<file path="config.mk">
export PLATFORM = sky130hd
export DESIGN_NAME = tccb_config_bank
export DESIGN_NICKNAME = d
export VERILOG_FILES = /design/src/include/tccb_pkg.sv /design/src/verilog/tccb_byte_reg.sv /design/src/verilog/tccb_config_bank.sv
export VERILOG_INCLUDE_DIRS = /design/src /design/src/include
export SDC_FILE = /design/constraint.sdc
export NUM_CORES = 1
export LEC_CHECK = 0
export BUFFER_PORTS_ARGS = -buffer_cell sky130_fd_sc_hd__buf_2
export CAP_MARGIN = 20
export CORE_MARGIN = 2
export CORE_UTILIZATION = 50
export CTS_BUF_LIST = sky130_fd_sc_hd__clkbuf_8
export CTS_CLUSTER_SIZE = 28
export DETAILED_ROUTE_END_ITERATION = 8
export PLACE_DENSITY_LB_ADDON = 0.2
export SLEW_MARGIN = 20
export SYNTH_ARGS = -nofsm -noshare
export SYNTH_HDL_FRONTEND = slang
export SYNTH_SLANG_ARGS = --single-unit
export TNS_END_PERCENT = 30
</file>
<file path="constraint.sdc">
create_clock -name clk_i -period 3.6 [get_ports clk_i]
set_input_delay 0.72 -clock clk_i [delete_from_list [all_inputs] [get_ports clk_i]]
set_output_delay 0.72 -clock clk_i [all_outputs]
set_load 0.02 [all_outputs]
</file>
<file path="src/include/tccb_cfg.svh">
// offsets, field positions, reset values and counts of the config bank
`ifndef TCCB_CFG_SVH
`define TCCB_CFG_SVH
`define TCCB_OFS_EVT_COMMS   16'h11be
`define TCCB_OFS_SW_OSC_LP   16'h11c0
`define TCCB_OFS_WAKE_SETUP  16'h11c2
`define TCCB_NUM_BYTES       8
`define TCCB_MASK_BYTES      64'hf3ff_ffff_f0ff_ffff
`define TCCB_RST_BYTES       64'h0000_0000_0000_000c
`define TCCB_B_SNAP_EVT      15
`define TCCB_B_SWITCH_EVT    14
`define TCCB_B_TOUCH_EVT     13
`define TCCB_B_WAKE_EVT      12
`define TCCB_B_RETUNE_EVT    11
`define TCCB_B_SURF_EVT      10
`define TCCB_B_GESTURE_EVT   9
`define TCCB_B_EVENT_MODE    8
`define TCCB_B_MANUAL        7
`define TCCB_B_TERM_CMD      6
`define TCCB_B_SLEEP_CONV    5
`define TCCB_B_FORCE_REQ     4
`define TCCB_B_WAKE_RETUNE   3
`define TCCB_B_SURF_RETUNE   2
`define TCCB_B_WAKE_FULL     1
`define TCCB_B_LIGHT_SLEEP   0
`define TCCB_B_SW_EN         15
`define TCCB_B_SW_POL        14
`define TCCB_F_PROX_TRIM     13:12
`define TCCB_F_MAIN_OSC      7:6
`define TCCB_B_LP2_AP_EN     5
`define TCCB_B_LP1_AP_EN     4
`define TCCB_F_LP2_AP_CYC    3:2
`define TCCB_F_LP1_AP_CYC    1:0
`define TCCB_B_WAKE_EN       31
`define TCCB_B_WAKE_FILT     30
`define TCCB_B_WAKE_MUTUAL   29
`define TCCB_B_WAKE_SHIELD   28
`define TCCB_F_WAKE_RX       25:0
`define TCCB_MODE_LP1        3'h3
`define TCCB_MODE_LP2        3'h4
`define TCCB_AP_CYC_0        9'h010
`define TCCB_AP_CYC_1        9'h020
`define TCCB_AP_CYC_2        9'h040
`define TCCB_AP_CYC_3        9'h100
`define TCCB_TRIM_STEP       6'h0a
`endif

</file>
<file path="src/include/tccb_pkg.sv">
// types shared by the config bank
package tccb_pkg;
    typedef enum logic [1:0] {
        WIN_CLOSED,
        WIN_OPEN,
        WIN_TERM
    } tccb_win_e;
endpackage : tccb_pkg

</file>
<file path="src/verilog/tccb_byte_reg.sv">
// one writable byte of the config bank with a write mask
`timescale 1ns/100ps
module tccb_byte_reg #(
    parameter logic [7:0] MASK = 8'hff,
    parameter logic [7:0] RST  = 8'h00
) (
    input  wire logic       clk_i,
    input  wire logic       rst_n_i,
    input  wire logic       we_i,
    input  wire logic [7:0] wdata_i,
    output logic      [7:0] q_o
);
    typedef struct packed {
        logic [7:0] q;
    } tccb_byte_s;

    tccb_byte_s st_reg;
    tccb_byte_s st_next;

    always_comb begin
        st_next = st_reg;
        if (we_i) begin
            st_next.q = wdata_i & MASK;
        end
    end

    always_ff @(posedge clk_i) begin
        if (!rst_n_i) begin
            st_reg <= '{q: RST};
        end else begin
            st_reg <= st_next;
        end
    end

    assign q_o = st_reg.q;
endmodule : tccb_byte_reg

</file>
<file path="src/verilog/tccb_config_bank.sv">
// configuration register bank of the trackpad controller
//
// Operation
// (RL1) snap and switch toggles raise enabled events
// (RL2) touch, movement toggles raise enabled events
// (RL3) wake channel toggle raises event when enabled
// (RL4) retuning raises event when enabled
// (RL5) gestures raise event when enabled
// (RL6) window each cycle except autonomous proximity cycles, or only on events
// (RL7) manual control hands mode choice to host
// (RL8) terminate command plus stop closes window
// (RL9) sleep during conversions when bit set
// (RL10) outside window: stretch, or request by command
// (RL11) retuning enables for wake and surface
// (RL12) wake tuning: compensation only or full
// (RL13) sleep depth: deep or light
// (RL14) switch enable and active level
// (RL15) proximity oscillator trim codes
// (RL16) main oscillator selection codes
// (RL17) autonomous proximity enables per low-power mode
// (RL18) autonomous proximity cycle counts per mode
// (RL19) low-power sensing: wake or surface channels
// (RL20) wake filter enable and sensing method
// (RL21) active shield in self-capacitive wake sensing
// (RL22) receive electrode selection for wake sensor
// (RL23) reserved bits read zero, ignore writes
`timescale 1ns/100ps
`include "tccb_cfg.svh"
module tccb_config_bank
    import tccb_pkg::*;
(
    input  wire logic        clk_i,
    input  wire logic        rst_n_i,
    input  wire logic [15:0] reg_addr_i,
    input  wire logic        reg_wr_i,
    input  wire logic        reg_rd_i,
    input  wire logic [7:0]  reg_wdata_i,
    output logic      [7:0]  reg_rdata_o,
    output logic             reg_rvalid_o,
    input  wire logic        snap_toggle_i,
    input  wire logic        switch_toggle_i,
    input  wire logic        touch_toggle_i,
    input  wire logic        wake_toggle_i,
    input  wire logic        retune_i,
    input  wire logic        surface_move_i,
    input  wire logic        gesture_i,
    input  wire logic        cycle_end_i,
    input  wire logic        auto_prox_cycle_i,
    input  wire logic        stop_i,
    input  wire logic        term_cmd_i,
    input  wire logic        window_req_i,
    input  wire logic        host_busy_i,
    input  wire logic [2:0]  host_mode_i,
    input  wire logic [2:0]  auto_mode_i,
    input  wire logic        switch_pin_i,
    output logic             event_o,
    output logic             window_open_o,
    output logic             stretch_o,
    output logic             mode_manual_o,
    output logic [2:0]       power_mode_o,
    output logic             sleep_conv_o,
    output logic             wake_retune_en_o,
    output logic             surf_retune_en_o,
    output logic             wake_full_tune_o,
    output logic             light_sleep_o,
    output logic             switch_active_o,
    output logic [1:0]       main_osc_sel_o,
    output logic [5:0]       prox_trim_pct_o,
    output logic [8:0]       autoprox_cycles_o,
    output logic             wake_sensed_o,
    output logic             wake_filter_o,
    output logic             wake_mutual_o,
    output logic             wake_shield_o,
    output logic [25:0]      wake_rx_sel_o
);
    localparam logic [63:0] MASKS = `TCCB_MASK_BYTES;
    localparam logic [63:0] RSTS  = `TCCB_RST_BYTES;

    // ************************************************************
    // register bytes
    // ************************************************************
    logic [63:0] bytes_q;
    logic [7:0]  byte_we;
    logic [15:0] evt_cfg;
    logic [15:0] sys_cfg;
    logic [31:0] wake_cfg;

    always_comb begin
        for (int i = 0; i < `TCCB_NUM_BYTES; i++) begin
            byte_we[i] = reg_wr_i && (reg_addr_i == `TCCB_OFS_EVT_COMMS + 16'(i));
        end
    end

    genvar g;
    generate
        for (g = 0; g < `TCCB_NUM_BYTES; g++) begin : g_byte
            tccb_byte_reg #(
                .MASK (MASKS[8*g +: 8]),
                .RST  (RSTS[8*g +: 8])
            ) u_byte (
                .clk_i   (clk_i),
                .rst_n_i (rst_n_i),
                .we_i    (byte_we[g]),
                .wdata_i (reg_wdata_i),
                .q_o     (bytes_q[8*g +: 8])    // [RL23]
            );
        end
    endgenerate

    assign evt_cfg  = bytes_q[15:0];
    assign sys_cfg  = bytes_q[31:16];
    assign wake_cfg = bytes_q[63:32];

    // ************************************************************
    // state
    // ************************************************************
    typedef struct packed {
        tccb_win_e   win;
        logic        win_open;
        logic        evt_pend;
        logic        req_pend;
        logic [7:0]  rdata;
        logic        rvalid;
        logic        event_p;
        logic        stretch;
        logic        manual;
        logic [2:0]  pmode;
        logic [4:0]  misc;
        logic        sw_act;
        logic [1:0]  osc;
        logic [5:0]  trim;
        logic [8:0]  apc;
        logic        wake_sns;
        logic        filt;
        logic        mutual;
        logic        shield;
        logic [25:0] rx;
    } tccb_state_s;

    tccb_state_s st_reg;
    tccb_state_s st_next;

    logic       evt_now;
    logic       open_now;
    logic       in_lp1;
    logic       in_lp2;
    logic [2:0] mode_sel;
    logic [1:0] ap_code;
    logic [5:0] step;

    function automatic logic [8:0] ap_count(input logic [1:0] code);
        unique case (code)
            2'h0: ap_count = `TCCB_AP_CYC_0;
            2'h1: ap_count = `TCCB_AP_CYC_1;
            2'h2: ap_count = `TCCB_AP_CYC_2;
            2'h3: ap_count = `TCCB_AP_CYC_3;
        endcase
    endfunction : ap_count

    // ************************************************************
    // next state
    // ************************************************************
    always_comb begin
        st_next = st_reg;
        evt_now = (snap_toggle_i   && evt_cfg[`TCCB_B_SNAP_EVT])     // [RL1]
               || (switch_toggle_i && evt_cfg[`TCCB_B_SWITCH_EVT])   // [RL1]
               || (touch_toggle_i  && evt_cfg[`TCCB_B_TOUCH_EVT])    // [RL2]
               || (surface_move_i  && evt_cfg[`TCCB_B_SURF_EVT])     // [RL2]
               || (wake_toggle_i   && evt_cfg[`TCCB_B_WAKE_EVT])     // [RL3]
               || (retune_i        && evt_cfg[`TCCB_B_RETUNE_EVT])   // [RL4]
               || (gesture_i       && evt_cfg[`TCCB_B_GESTURE_EVT]); // [RL5]
        st_next.event_p = evt_now;
        // event wins over the clear done by the opening window
        if (evt_now) begin
            st_next.evt_pend = 1'b1;
        end
        if (window_req_i && evt_cfg[`TCCB_B_FORCE_REQ]) begin
            st_next.req_pend = 1'b1;                             // [RL10]
        end
        if (evt_cfg[`TCCB_B_EVENT_MODE]) begin
            open_now = cycle_end_i && (st_reg.evt_pend || evt_now);   // [RL6]
        end else begin
            open_now = cycle_end_i && !auto_prox_cycle_i;             // [RL6]
        end
        open_now = open_now || (cycle_end_i && st_reg.req_pend);
        unique case (st_reg.win)
            WIN_CLOSED: begin
                if (open_now) begin
                    st_next.win      = WIN_OPEN;
                    st_next.evt_pend = evt_now;
                    st_next.req_pend = window_req_i && evt_cfg[`TCCB_B_FORCE_REQ];
                end
            end
            WIN_OPEN: begin
                if (evt_cfg[`TCCB_B_TERM_CMD]) begin
                    if (term_cmd_i) begin
                        st_next.win = WIN_TERM;                  // [RL8]
                    end
                end else if (stop_i) begin
                    st_next.win = WIN_CLOSED;                    // [RL8]
                end
            end
            WIN_TERM: begin
                if (stop_i) begin
                    st_next.win = WIN_CLOSED;                    // [RL8]
                end
            end
        endcase
        st_next.win_open = (st_next.win != WIN_CLOSED);
        st_next.stretch = host_busy_i && (st_next.win == WIN_CLOSED)
                       && !evt_cfg[`TCCB_B_FORCE_REQ];           // [RL10]

        st_next.manual = evt_cfg[`TCCB_B_MANUAL];
        mode_sel = evt_cfg[`TCCB_B_MANUAL] ? host_mode_i : auto_mode_i;   // [RL7]
        st_next.pmode = mode_sel;
        st_next.misc = {evt_cfg[`TCCB_B_SLEEP_CONV],             // [RL9]
                        evt_cfg[`TCCB_B_WAKE_RETUNE],            // [RL11]
                        evt_cfg[`TCCB_B_SURF_RETUNE],            // [RL11]
                        evt_cfg[`TCCB_B_WAKE_FULL],              // [RL12]
                        evt_cfg[`TCCB_B_LIGHT_SLEEP]};           // [RL13]

        st_next.sw_act = sys_cfg[`TCCB_B_SW_EN]
                      && (switch_pin_i == sys_cfg[`TCCB_B_SW_POL]);   // [RL14]
        st_next.osc = sys_cfg[`TCCB_F_MAIN_OSC];                 // [RL16]
        // main oscillator code 0 starts the trim one step lower
        step = (sys_cfg[`TCCB_F_PROX_TRIM] == 2'h0) ? 6'h00
             : (sys_cfg[`TCCB_F_MAIN_OSC] == 2'h0) ? 6'h00 : `TCCB_TRIM_STEP;
        st_next.trim = 6'(`TCCB_TRIM_STEP * sys_cfg[`TCCB_F_PROX_TRIM]) + step;  // [RL15]

        in_lp1 = (mode_sel == `TCCB_MODE_LP1);
        in_lp2 = (mode_sel == `TCCB_MODE_LP2);
        ap_code = in_lp2 ? sys_cfg[`TCCB_F_LP2_AP_CYC] : sys_cfg[`TCCB_F_LP1_AP_CYC];
        if ((in_lp1 && sys_cfg[`TCCB_B_LP1_AP_EN])
            || (in_lp2 && sys_cfg[`TCCB_B_LP2_AP_EN])) begin     // [RL17]
            st_next.apc = ap_count(ap_code);                     // [RL18]
        end else begin
            st_next.apc = 9'h000;
        end

        st_next.wake_sns = wake_cfg[`TCCB_B_WAKE_EN] && (in_lp1 || in_lp2);  // [RL19]
        st_next.filt   = wake_cfg[`TCCB_B_WAKE_FILT];            // [RL20]
        st_next.mutual = wake_cfg[`TCCB_B_WAKE_MUTUAL];          // [RL20]
        st_next.shield = wake_cfg[`TCCB_B_WAKE_SHIELD]
                      && !wake_cfg[`TCCB_B_WAKE_MUTUAL];         // [RL21]
        st_next.rx = wake_cfg[`TCCB_F_WAKE_RX];                  // [RL22]

        st_next.rvalid = reg_rd_i;
        st_next.rdata  = 8'h00;
        for (int i = 0; i < `TCCB_NUM_BYTES; i++) begin
            if (reg_rd_i && (reg_addr_i == `TCCB_OFS_EVT_COMMS + 16'(i))) begin
                st_next.rdata = bytes_q[8*i +: 8];               // [RL23]
            end
        end
    end

    always_ff @(posedge clk_i) begin
        if (!rst_n_i) begin
            st_reg          <= '0;
            st_reg.win      <= WIN_CLOSED;
        end else begin
            st_reg <= st_next;
        end
    end

    // ************************************************************
    // outputs
    // ************************************************************
    assign reg_rdata_o       = st_reg.rdata;
    assign reg_rvalid_o      = st_reg.rvalid;
    assign event_o           = st_reg.event_p;
    assign window_open_o     = st_reg.win_open;
    assign stretch_o         = st_reg.stretch;
    assign mode_manual_o     = st_reg.manual;
    assign power_mode_o      = st_reg.pmode;
    assign sleep_conv_o      = st_reg.misc[4];
    assign wake_retune_en_o  = st_reg.misc[3];
    assign surf_retune_en_o  = st_reg.misc[2];
    assign wake_full_tune_o  = st_reg.misc[1];
    assign light_sleep_o     = st_reg.misc[0];
    assign switch_active_o   = st_reg.sw_act;
    assign main_osc_sel_o    = st_reg.osc;
    assign prox_trim_pct_o   = st_reg.trim;
    assign autoprox_cycles_o = st_reg.apc;
    assign wake_sensed_o     = st_reg.wake_sns;
    assign wake_filter_o     = st_reg.filt;
    assign wake_mutual_o     = st_reg.mutual;
    assign wake_shield_o     = st_reg.shield;
    assign wake_rx_sel_o     = st_reg.rx;
endmodule : tccb_config_bank

</file>
# After elaboration in Yosys (flattened, before gate mapping)
# Index checks and enable logic that the tools add are counted.
[totals]
register_bits = 131
inputBits = 48
out_inout_bits = 69
elab_cells = 126
[op_classes]
add_sub_neg = 1
multipliers = 1
n_eq_ne = 16
muxes = 23
n_bitwise = 1
n_reduce_logical = 55
[op_table]
columns = ["operator", "count"]
rows = [
  ["16-bit by 13-bit == test with 1-bit output (second input constant)", 8],
  ["8-bit two-way mux", 8],
  ["9-bit case mux with 4 select lines", 1],
  ["1-bit logical AND", 34],
  ["2-bit two-way mux", 7],
  ["2-bit logical NOT", 5],
  ["1-bit logical OR", 10],
  ["4-bit two-way mux", 2],
  ["6-bit by 4-bit adder with 6-bit output", 1],
  ["2-bit == test (second input constant)", 3],
  ["2-bit case mux with 3 select lines", 1],
  ["3-bit by 2-bit multiplier with 5-bit output (first input constant)", 1],
  ["2-bit by 1-bit == test with 1-bit output (second input constant)", 2],
  ["3-bit by 2-bit == test with 1-bit output (second input constant)", 1],
  ["3-bit == test (second input constant)", 1],
  ["1-bit logical NOT", 3],
  ["1-bit two-way mux", 3],
  ["3-bit two-way mux", 1],
  ["2-bit AND reduction", 1],
  ["2-bit nonzero test", 1],
  ["2-bit OR reduction", 1],
  ["1-bit == test", 1],
  ["1-bit NOT", 1],
]

# Longest topological paths before layout
# Gate-level depths: netlist of run 1.
[depth]
ltp_word = 16
depth_mapped = 8
depth_no_buf = 6

# Cells and area by module
# Synthesis of run 1 repeated with hierarchy kept, for this count alone.
[unflattened]
cells_unflattened = 553
hier_area_um2 = 5570.3
[modules_own_cells]
columns = ["module", "n_inst", "cells_each", "area_each_um2", "seq_area_each_um2"]
rows = [
  ["tccb_config_bank", 1, 363, 3328.2, 1321.3],
  ["tccb_byte_reg (g_byte[1].u_byte ...)", 5, 25, 301.5, 160.2],
  ["tccb_byte_reg (g_byte[0].u_byte)", 1, 25, 296.5, 160.2],
  ["tccb_byte_reg (g_byte[7].u_byte)", 1, 22, 247.7, 120.1],
  ["tccb_byte_reg (g_byte[3].u_byte)", 1, 18, 190.2, 80.1],
]

# Worst setup path after synthesis of run 1
# No wires, ideal clock.
[synth_path]
path_kind = "input-to-reg"
startpoint = "input port reg_addr_i[9]"
endpoint = "register st_reg (netlist bit reg_rdata_o[5])"
setup_time_ns = 0.124
t_arrival_ns = 2.272
required_time_ns = 3.476
slack_ns = 1.204
path_stages = 6
n_path_buf = 0
path_cell_list = "or4b_4 or4_4 nor3_1 a21oi_1 a21oi_1 o22ai_2"
[synth_between]
elab_chain_cells = 10
elab_cells_between_ends = 24
classes_between = "eq/ne: 8; mux: 8; reduce/logical: 8"
[synth_rtl]
columns = ["element", "line_no", "source"]
rows = [
  ["from (decl)", "tccb_config_bank.sv:34", "input wire logic [15:0] reg_addr_i,"],
  ["16-bit by 13-bit == test with 1-bit output", "tccb_config_bank.sv:250", "if (reg_rd_i && (reg_addr_i == `TCCB_OFS_EVT_COMMS + 16'(i))) begin"],
  ["1-bit logical AND", "tccb_config_bank.sv:250", ""],
  ["8-bit two-way mux (7 in series)", "tccb_config_bank.sv:250", ""],
  ["8-bit two-way mux *", "tccb_config_bank.sv:250", ""],
  ["to (signal assigned)", "tccb_config_bank.sv:261", "st_reg <= st_next;"],
  ["to (decl)", "tccb_config_bank.sv:140", "tccb_state_s st_reg;"],
]
# Every way passes the cells marked *; elsewhere a longest branch is shown, timed or not.
# A chain may end at the register's enable or synchronous reset.

# Worst setup path after layout of run 1
[layout_path]
startpoint = "input port reg_addr_i[2]"
endpoint = "register g_byte[4].u_byte.st_reg (netlist bit g_byte[4].u_byte.q_o[6])"
[layout_between]
elab_chain_cells = 2
[layout_rtl]
columns = ["element", "line_no", "source"]
rows = [
  ["16-bit by 13-bit == test with 1-bit output", "tccb_config_bank.sv:90", "byte_we[i] = reg_wr_i && (reg_addr_i == `TCCB_OFS_EVT_COMMS + 16'(i));"],
  ["1-bit logical AND", "tccb_config_bank.sv:90", ""],
  ["to (signal assigned)", "tccb_byte_reg.sv:29", "st_reg <= '{q: RST};"],
  ["to (signal assigned)", "tccb_byte_reg.sv:31", "st_reg <= st_next;"],
  ["to (decl)", "tccb_byte_reg.sv:17", "tccb_byte_s st_reg;"],
]
# No other way between the ends.

==> results of run 1 <==
## worst min path at each step
stage / from / cells after the start / slack [ns] / end
2_1_floorplan: g_byte[7].u_byte.q_o[7] / 2 / 0.42 / wake_sensed_o
3_3_place_gp: st_reg[69] / 2 / 0.47 / st_reg[69]
6_report: g_byte[6].u_byte.q_o[2] / 1 / 0.49 / wake_rx_sel_o[18]
4_1_cts: g_byte[4].u_byte.q_o[3] / 1 / 0.49 / wake_rx_sel_o[3]
5_1_grt: host_busy_i / 3 / 0.50 / stretch_o
3_5_place_dp: g_byte[6].u_byte.q_o[6] / 1 / 0.48 / wake_rx_sel_o[22]
## per-layer routing
metal	track usage, %	routed length [µm]	part of all wire [%]
met5	0	0	0
met4	9.52	265	2.1
met3	6.22	825	6.6
met2	37.3	5980	48
met1	27.7	5430	43
## where the power goes
group	switching (W)	internal [W]
logic	0.0000879	0.0000507
registers	0.00000179	0.00138
clock network	0.000563	0.000704
total	0.000653	0.00213
## layout by cell type, fill, tap and decap left out, drive strengths merged, types with 7 or more instances in the layout
| master | count |
|---|---|
| dfxtp | 124 |
| buf | 112 |
| mux2i | 61 |
| nor2b | 60 |
| and2 | 46 |
| nand2 | 26 |
| nor2 | 21 |
| clkbuf | 18 |
| o21ai | 18 |
| nand3 | 15 |
| a21oi | 13 |
| inv | 11 |
| nor3 | 10 |
| a31oi | 9 |
| clkinv | 7 |
## final cells by class
class	instances	area (µm²)	area share, %
inverter	9	33.8	0.547
antenna	1	2.50	0.0405
clock inverter	14	171	2.77
clock buffer	18	248	4.01
multi-input combinational	356	2500	40.5
timing repair buffer	112	566	9.15
tap	140	175	2.83
sequential	124	2480	40.2
## metrics by stage
stage	worst slack, ns	cell area [µm²]	utilization, %
final	1.17	6180	57.3
after global routing	1.04	6180	57.2
after CTS	1.21	6180	57.2
after global placement	0.813	5760	53.4
after floorplan	1.20	5520	-
after detailed placement	0.770	5760	53.4
## logic make-up (layout without fill, tap and decap cells)
kind of cell / after synthesis / in the layout
fa+ha+maj: 5 / 5
xor+xnor: 1 / 1
mux: 61 / 61
compound gates: 79 / 79
simple gates: 204 / 204
buf+inv: 88 / 153
flops: 124 / 124
other cells: 1 / 7
==> reports/qor.txt, run 1 <==
Status - completed
H-tree depth - 4
Final setup fails - 0
Critical Path, Cell by Cell - buf_2, nor4_2, nand4_2, nor3_4, mux2i_1, nor2b_1
Worst path buffer plus inverter count - 1
Cts bufs inserted - 17
R2r setup slk - 1.79 ns
Die ar. - 11900 µm²
Routed WL per cell - 16.1 µm
Clock sink count - 124
Area fraction of the dominant cell type after synthesis - 45.1%
Clk slew on worst S/H paths - 0.08 ns
CP endpoint - g_byte[4].u_byte.q_o[6]
DIE WIDTH - 109 µm
Largest register FFs - 58
Post-CTS Hold Buffers - 0
Crit. Startpoint - reg_addr_i[2]
Slowest-stage cell, CP - nor3_4
RSZ-0062 raised after global routing - no
P_leak - 2.55 nW
Synth cell types - 55
Worst R2R Path Depth - 6
CP endpoint kind - flip-flop
Tot Pwr - 0.00279 W
Worst Tran Pin Value - 0.646 ns
Setup Total Neg Slack - 0 ns
Fmax - 412 MHz
Crit Path Class - input port to flip-flop
Vias in the first global route - 3902
#FFs+latches synth - 124
Tmin final - 2.43 ns
Adder-cell share of the synthesized area - 1.14%
Post-CTS setup buffers - 0
I/O pin cnt - 117
CP arrival - 2.75 ns
Synthesis Warnings - 0
CTS tree - done
CP top delay family - simple AND/OR/NAND/NOR gates
Crit path required time - 3.92 ns
CP Launch Type - input port
Largest family of logic cells by synthesized area - simple AND/OR/NAND/NOR gates
Ratio of cells with drive above 1 in the final layout - 25.4%
Post-Synth XOR/XNOR Area - 0.159%
Most instantiated library cell after synthesis - dfxtp_1
Main flop type after synthesis - dfxtp_1
Remaining design rule violation count - 0
Max Cap Viol - 0
Chip height - 109 µm
Routability cong. - 0.860
FFs w/ async S/R, synth - 0%
Crit share post-route - 67.5%
Largest area contributor in the netlist - dfxtp_1
Area grow syn2layout - 12.4%
Clock latency at the later pin of the worst-skew pair - 0.43 ns
Seq/Total Area, Yosys - 45.1%
Crit Path Max Fanout - 18
Top post-synthesis cells by count - 124 x dfxtp_1, 61 x mux2i_1, 60 x nor2b_1
Remaining Overflow, GRT - 0
Number of placed cells counting well taps - 741
Mux cell area share after synthesis - 11.1%
PwrDens - 451 nW/µm²
Leading post-synthesis cells by cell area - dfxtp_1 45%, mux2i_1 11%, buf_4 7.4%
Hold Crit Class - flip-flop to flip-flop
Mapped Cells - 563
Core ar. - 10800 µm²
Num rows - 38
Global Route Usage Sum - 22.6%
Root Driver - clkbuf_8
Simple-gate share of the synthesized area - 23.0%
Fin nets - 673
CTS max path bufs - 2
Reg-to-Reg End - stretch_o
Syn_area_per_cell - 9.77 µm²
Tightest slew margin relative to the limit - 56.6%
Final number of max-transition violations - 0
Layout Cells excl Fill - 774
Dpl hpwl - 9.20 mm
Initial antenna violation count - 0
Hold_ws - 0.492 ns
First-pass GRT wire length - 20.0 mm
Final hold violations - 0
Post-synth EDFFs - 0
Starting density of the core - 51.0%
Clock skew - 0.00789 ns
Worst IR drop on VDD - 0.000393 V
Pin count of the biggest net entering global routing - 46
Compound-Gate Fraction of Synth Area - 9.71%
Buffers on Ports - 110
Max incr delay on CP - 0.68 ns
Cts repair resizes - 0
DR vias/cell - 5.24
RR Startpoint - st_reg[71]
Routed Antenna Nets - 0
TritonRoute pass-1 iters - 4
Layout fillers - 994
Vias - 4059
Crit path depth - 6
Routed wire length - 12.5 mm
Synthesized cell area - 5500 µm²
Number of DRC markers in iteration 0 - 215
Power figures use the tool's default switching activity.
==> run 2, diff against run 1 <==
Clock period 3.6 ns to 2.4 ns, I/O delays scaled along.
==> reports/qor.txt, run 2 (synthesis results as in run 1) <==
Status - completed (unchanged)
R2r setup slk - 0.54 ns (was 1.79 ns)
ANT cells - 0 (was 1)
Buffers on Ports - 110 (unchanged)
CTS max path bufs - 2 (unchanged)
I/O pin cnt - 117 (unchanged)
Worst IR drop on VDD - 0.000374 V (was 0.000393 V)
Remaining design rule violation count - 0 (unchanged)
Most frequent cells in the layout - 124 x dfxtp_1, 110 x buf_2, 61 x mux2i_1 (unchanged)
CP Launch Type - input port (unchanged)
Worst R2R Path Depth - 6 (unchanged)
Layout Cells excl Fill - 784 (was 774)
Root Driver - clkbuf_8 (unchanged)
Setup Total Neg Slack - 0 ns (unchanged)
Routed wire length - 13.1 mm (was 12.5 mm)
Hold_sp - host_busy_i (was g_byte[6].u_byte.q_o[2])
Slack of the critical path - 0.453 ns (was 1.17 ns)
Num rows - 38 (unchanged)
Number of placed cells counting well taps - 754 (was 741)
M1 WL - 5.84 mm (was 5.43 mm)
Tmin final - 1.95 ns
Crit share post-route - 81.1%
Hold Crit Class - input port to flip-flop (was flip-flop to flip-flop)
Fmax - 514 MHz
Worst Tran Pin Value - 0.503 ns (was 0.646 ns)
Initial antenna violation count - 0 (unchanged)
Clk slew on worst S/H paths - 0.07 ns (was 0.08 ns)
Hold Path Stages - 3 (was 1)
Cts repair resizes - 0 (unchanged)
Core ar. - 10800 µm² (unchanged)
Largest register FFs - 58 (unchanged)
Reg-to-Reg End - stretch_o (unchanged)
Vias - 4182 (was 4059)
CP arrival - 2.34 ns (was 2.75 ns)
Commonest non-fill, non-tap cell in the layout - dfxtp_1 (unchanged)
Clock sink count - 124 (unchanged)
CP endpoint kind - flip-flop (unchanged)
PwrDens - 645 nW/µm² (was 451 nW/µm²)
Starting density of the core - 51.0% (unchanged)
Top sig layer - met4 (unchanged)
Ratio of cells with drive above 1 in the final layout - 26.4% (was 25.4%)
Crit Path Class - input port to flip-flop (unchanged)
Remaining Overflow, GRT - 0 (unchanged)
Post-Place Worst Slack - 0.0168 ns (was 0.770 ns)
DR vias/cell - 5.33 (was 5.24)
Routability cong. - 0.925 (was 0.860)
Die ar. - 11900 µm² (unchanged)
Crit. Startpoint - reg_addr_i[9] (was reg_addr_i[2])
P_leak - 2.61 nW (was 2.55 nW)
Chip height - 109 µm (unchanged)
Hold EP - stretch_o (was wake_rx_sel_o[18])
Max Cap Viol - 0 (unchanged)
Area grow syn2layout - 13.8% (was 12.4%)
Final number of max-transition violations - 0 (unchanged)
Fin nets - 686 (was 673)
Crit Path Max Fanout - 9 (was 18)
Final setup fails - 0 (unchanged)
H-tree depth - 4 (unchanged)
Max incr delay on CP - 0.58 ns (was 0.68 ns)
Crit path required time - 2.79 ns (was 3.92 ns)
RSZ-0062 raised after global routing - no (unchanged)
Cts bufs inserted - 17 (unchanged)
Pin count of the biggest net entering global routing - 49 (was 46)
Clock skew - 0.0113 ns (was 0.00789 ns)
Met2 routed WL - 6.28 mm (was 5.98 mm)
First-pass GRT wire length - 20.8 mm (was 20.0 mm)
Slowest-stage cell, CP - or4b_4 (was nor3_4)
Vias in the first global route - 4015 (was 3902)
TritonRoute pass-1 iters - 5 (was 4)
Routed WL per cell - 16.7 µm (was 16.1 µm)
Layout fillers - 951 (was 994)
Final hold violations - 0 (unchanged)
Tightest slew margin relative to the limit - 66.3% (was 56.6%)
Global Route Usage Sum - 23.8% (was 22.6%)
Clock latency at the later pin of the worst-skew pair - 0.45 ns (was 0.43 ns)
Post-CTS Hold Buffers - 0 (unchanged)
Footprint of the multi-input gates - 2500 µm² (unchanged)
Critical Path, Cell by Cell - buf_2, or4b_4, or4_4, nor2_8, a221o_1, o221ai_1, nand2_1 (was buf_2, nor4_2, nand4_2, nor3_4, mux2i_1, nor2b_1)
Met3 WL - 734 µm (was 825 µm)
Number of DRC markers in iteration 0 - 230 (was 215)
Dpl hpwl - 9.56 mm (was 9.20 mm)
Post-CTS setup buffers - 0 (unchanged)
CTS tree - done (unchanged)
Routed Antenna Nets - 0 (unchanged)
Storage element area - 2480 µm² (unchanged)
RR Startpoint - st_reg[71] (unchanged)
DIE WIDTH - 109 µm (unchanged)
run 2: worst max path at each step:
stage | end | cells after the start | slack [ns]
finish | reg_rdata_o[0] | 7 | 0.45
floorplan | reg_rdata_o[5] | 6 | 0.24
global route | reg_rdata_o[5] | 7 | 0.38
detailed placement | reg_rdata_o[1] | 7 | 0.02
CTS | reg_rdata_o[0] | 7 | 0.46
global placement | reg_rdata_o[1] | 7 | 0.04
run 2: area by class of cell:
| cell class | instances | area share [%] |
|---|---|---|
| Multi-Input combinational cell | 356 | 40.0 |
| Sequential cell | 124 | 39.7 |
| Timing Repair Buffer | 125 | 11.0 |
| Clock buffer | 20 | 4.40 |
| Tap cell | 140 | 2.80 |
| Clock inverter | 10 | 1.62 |
| Inverter | 9 | 0.540 |
run 2: power breakdown:
part / switching (W) / internal, W
registers: 0.00000301 / 0.00207
logic: 0.000135 / 0.0000774
clock network: 0.000780 / 0.000975
total: 0.000918 / 0.00312
run 2: stage by stage:
stage | cell area, µm² | utilization (%) | total power, W | hold slack [ns]
2_1_floorplan | 5520 | - | 0.00225 | 0.424
5_1_grt | 6260 | 58.0 | 0.00420 | 0.237
3_5_place_dp | 5880 | 54.5 | 0.00233 | 0.472
4_1_cts | 6260 | 58.0 | 0.00407 | 0.232
6_report | 6260 | 58.0 | 0.00404 | 0.251
3_3_place_gp | 5880 | 54.5 | 0.00232 | 0.467
run 2: layer usage:
metal / global-route usage [%] / vias to the layer above
met2: 39.2 / 139
met4: 9.25 / 0
li1: - / 2031
met1: 29.9 / 1993
met3: 5.98 / 19
met5: 0 / -
run 2: critical path, delay by kind of cell:
kind                   cells  cell delay [ns]
AND/OR/NAND/NOR            4             1.42
buffers and inverters      1             0.11
AO/OA/AOI/OAI              2             0.33
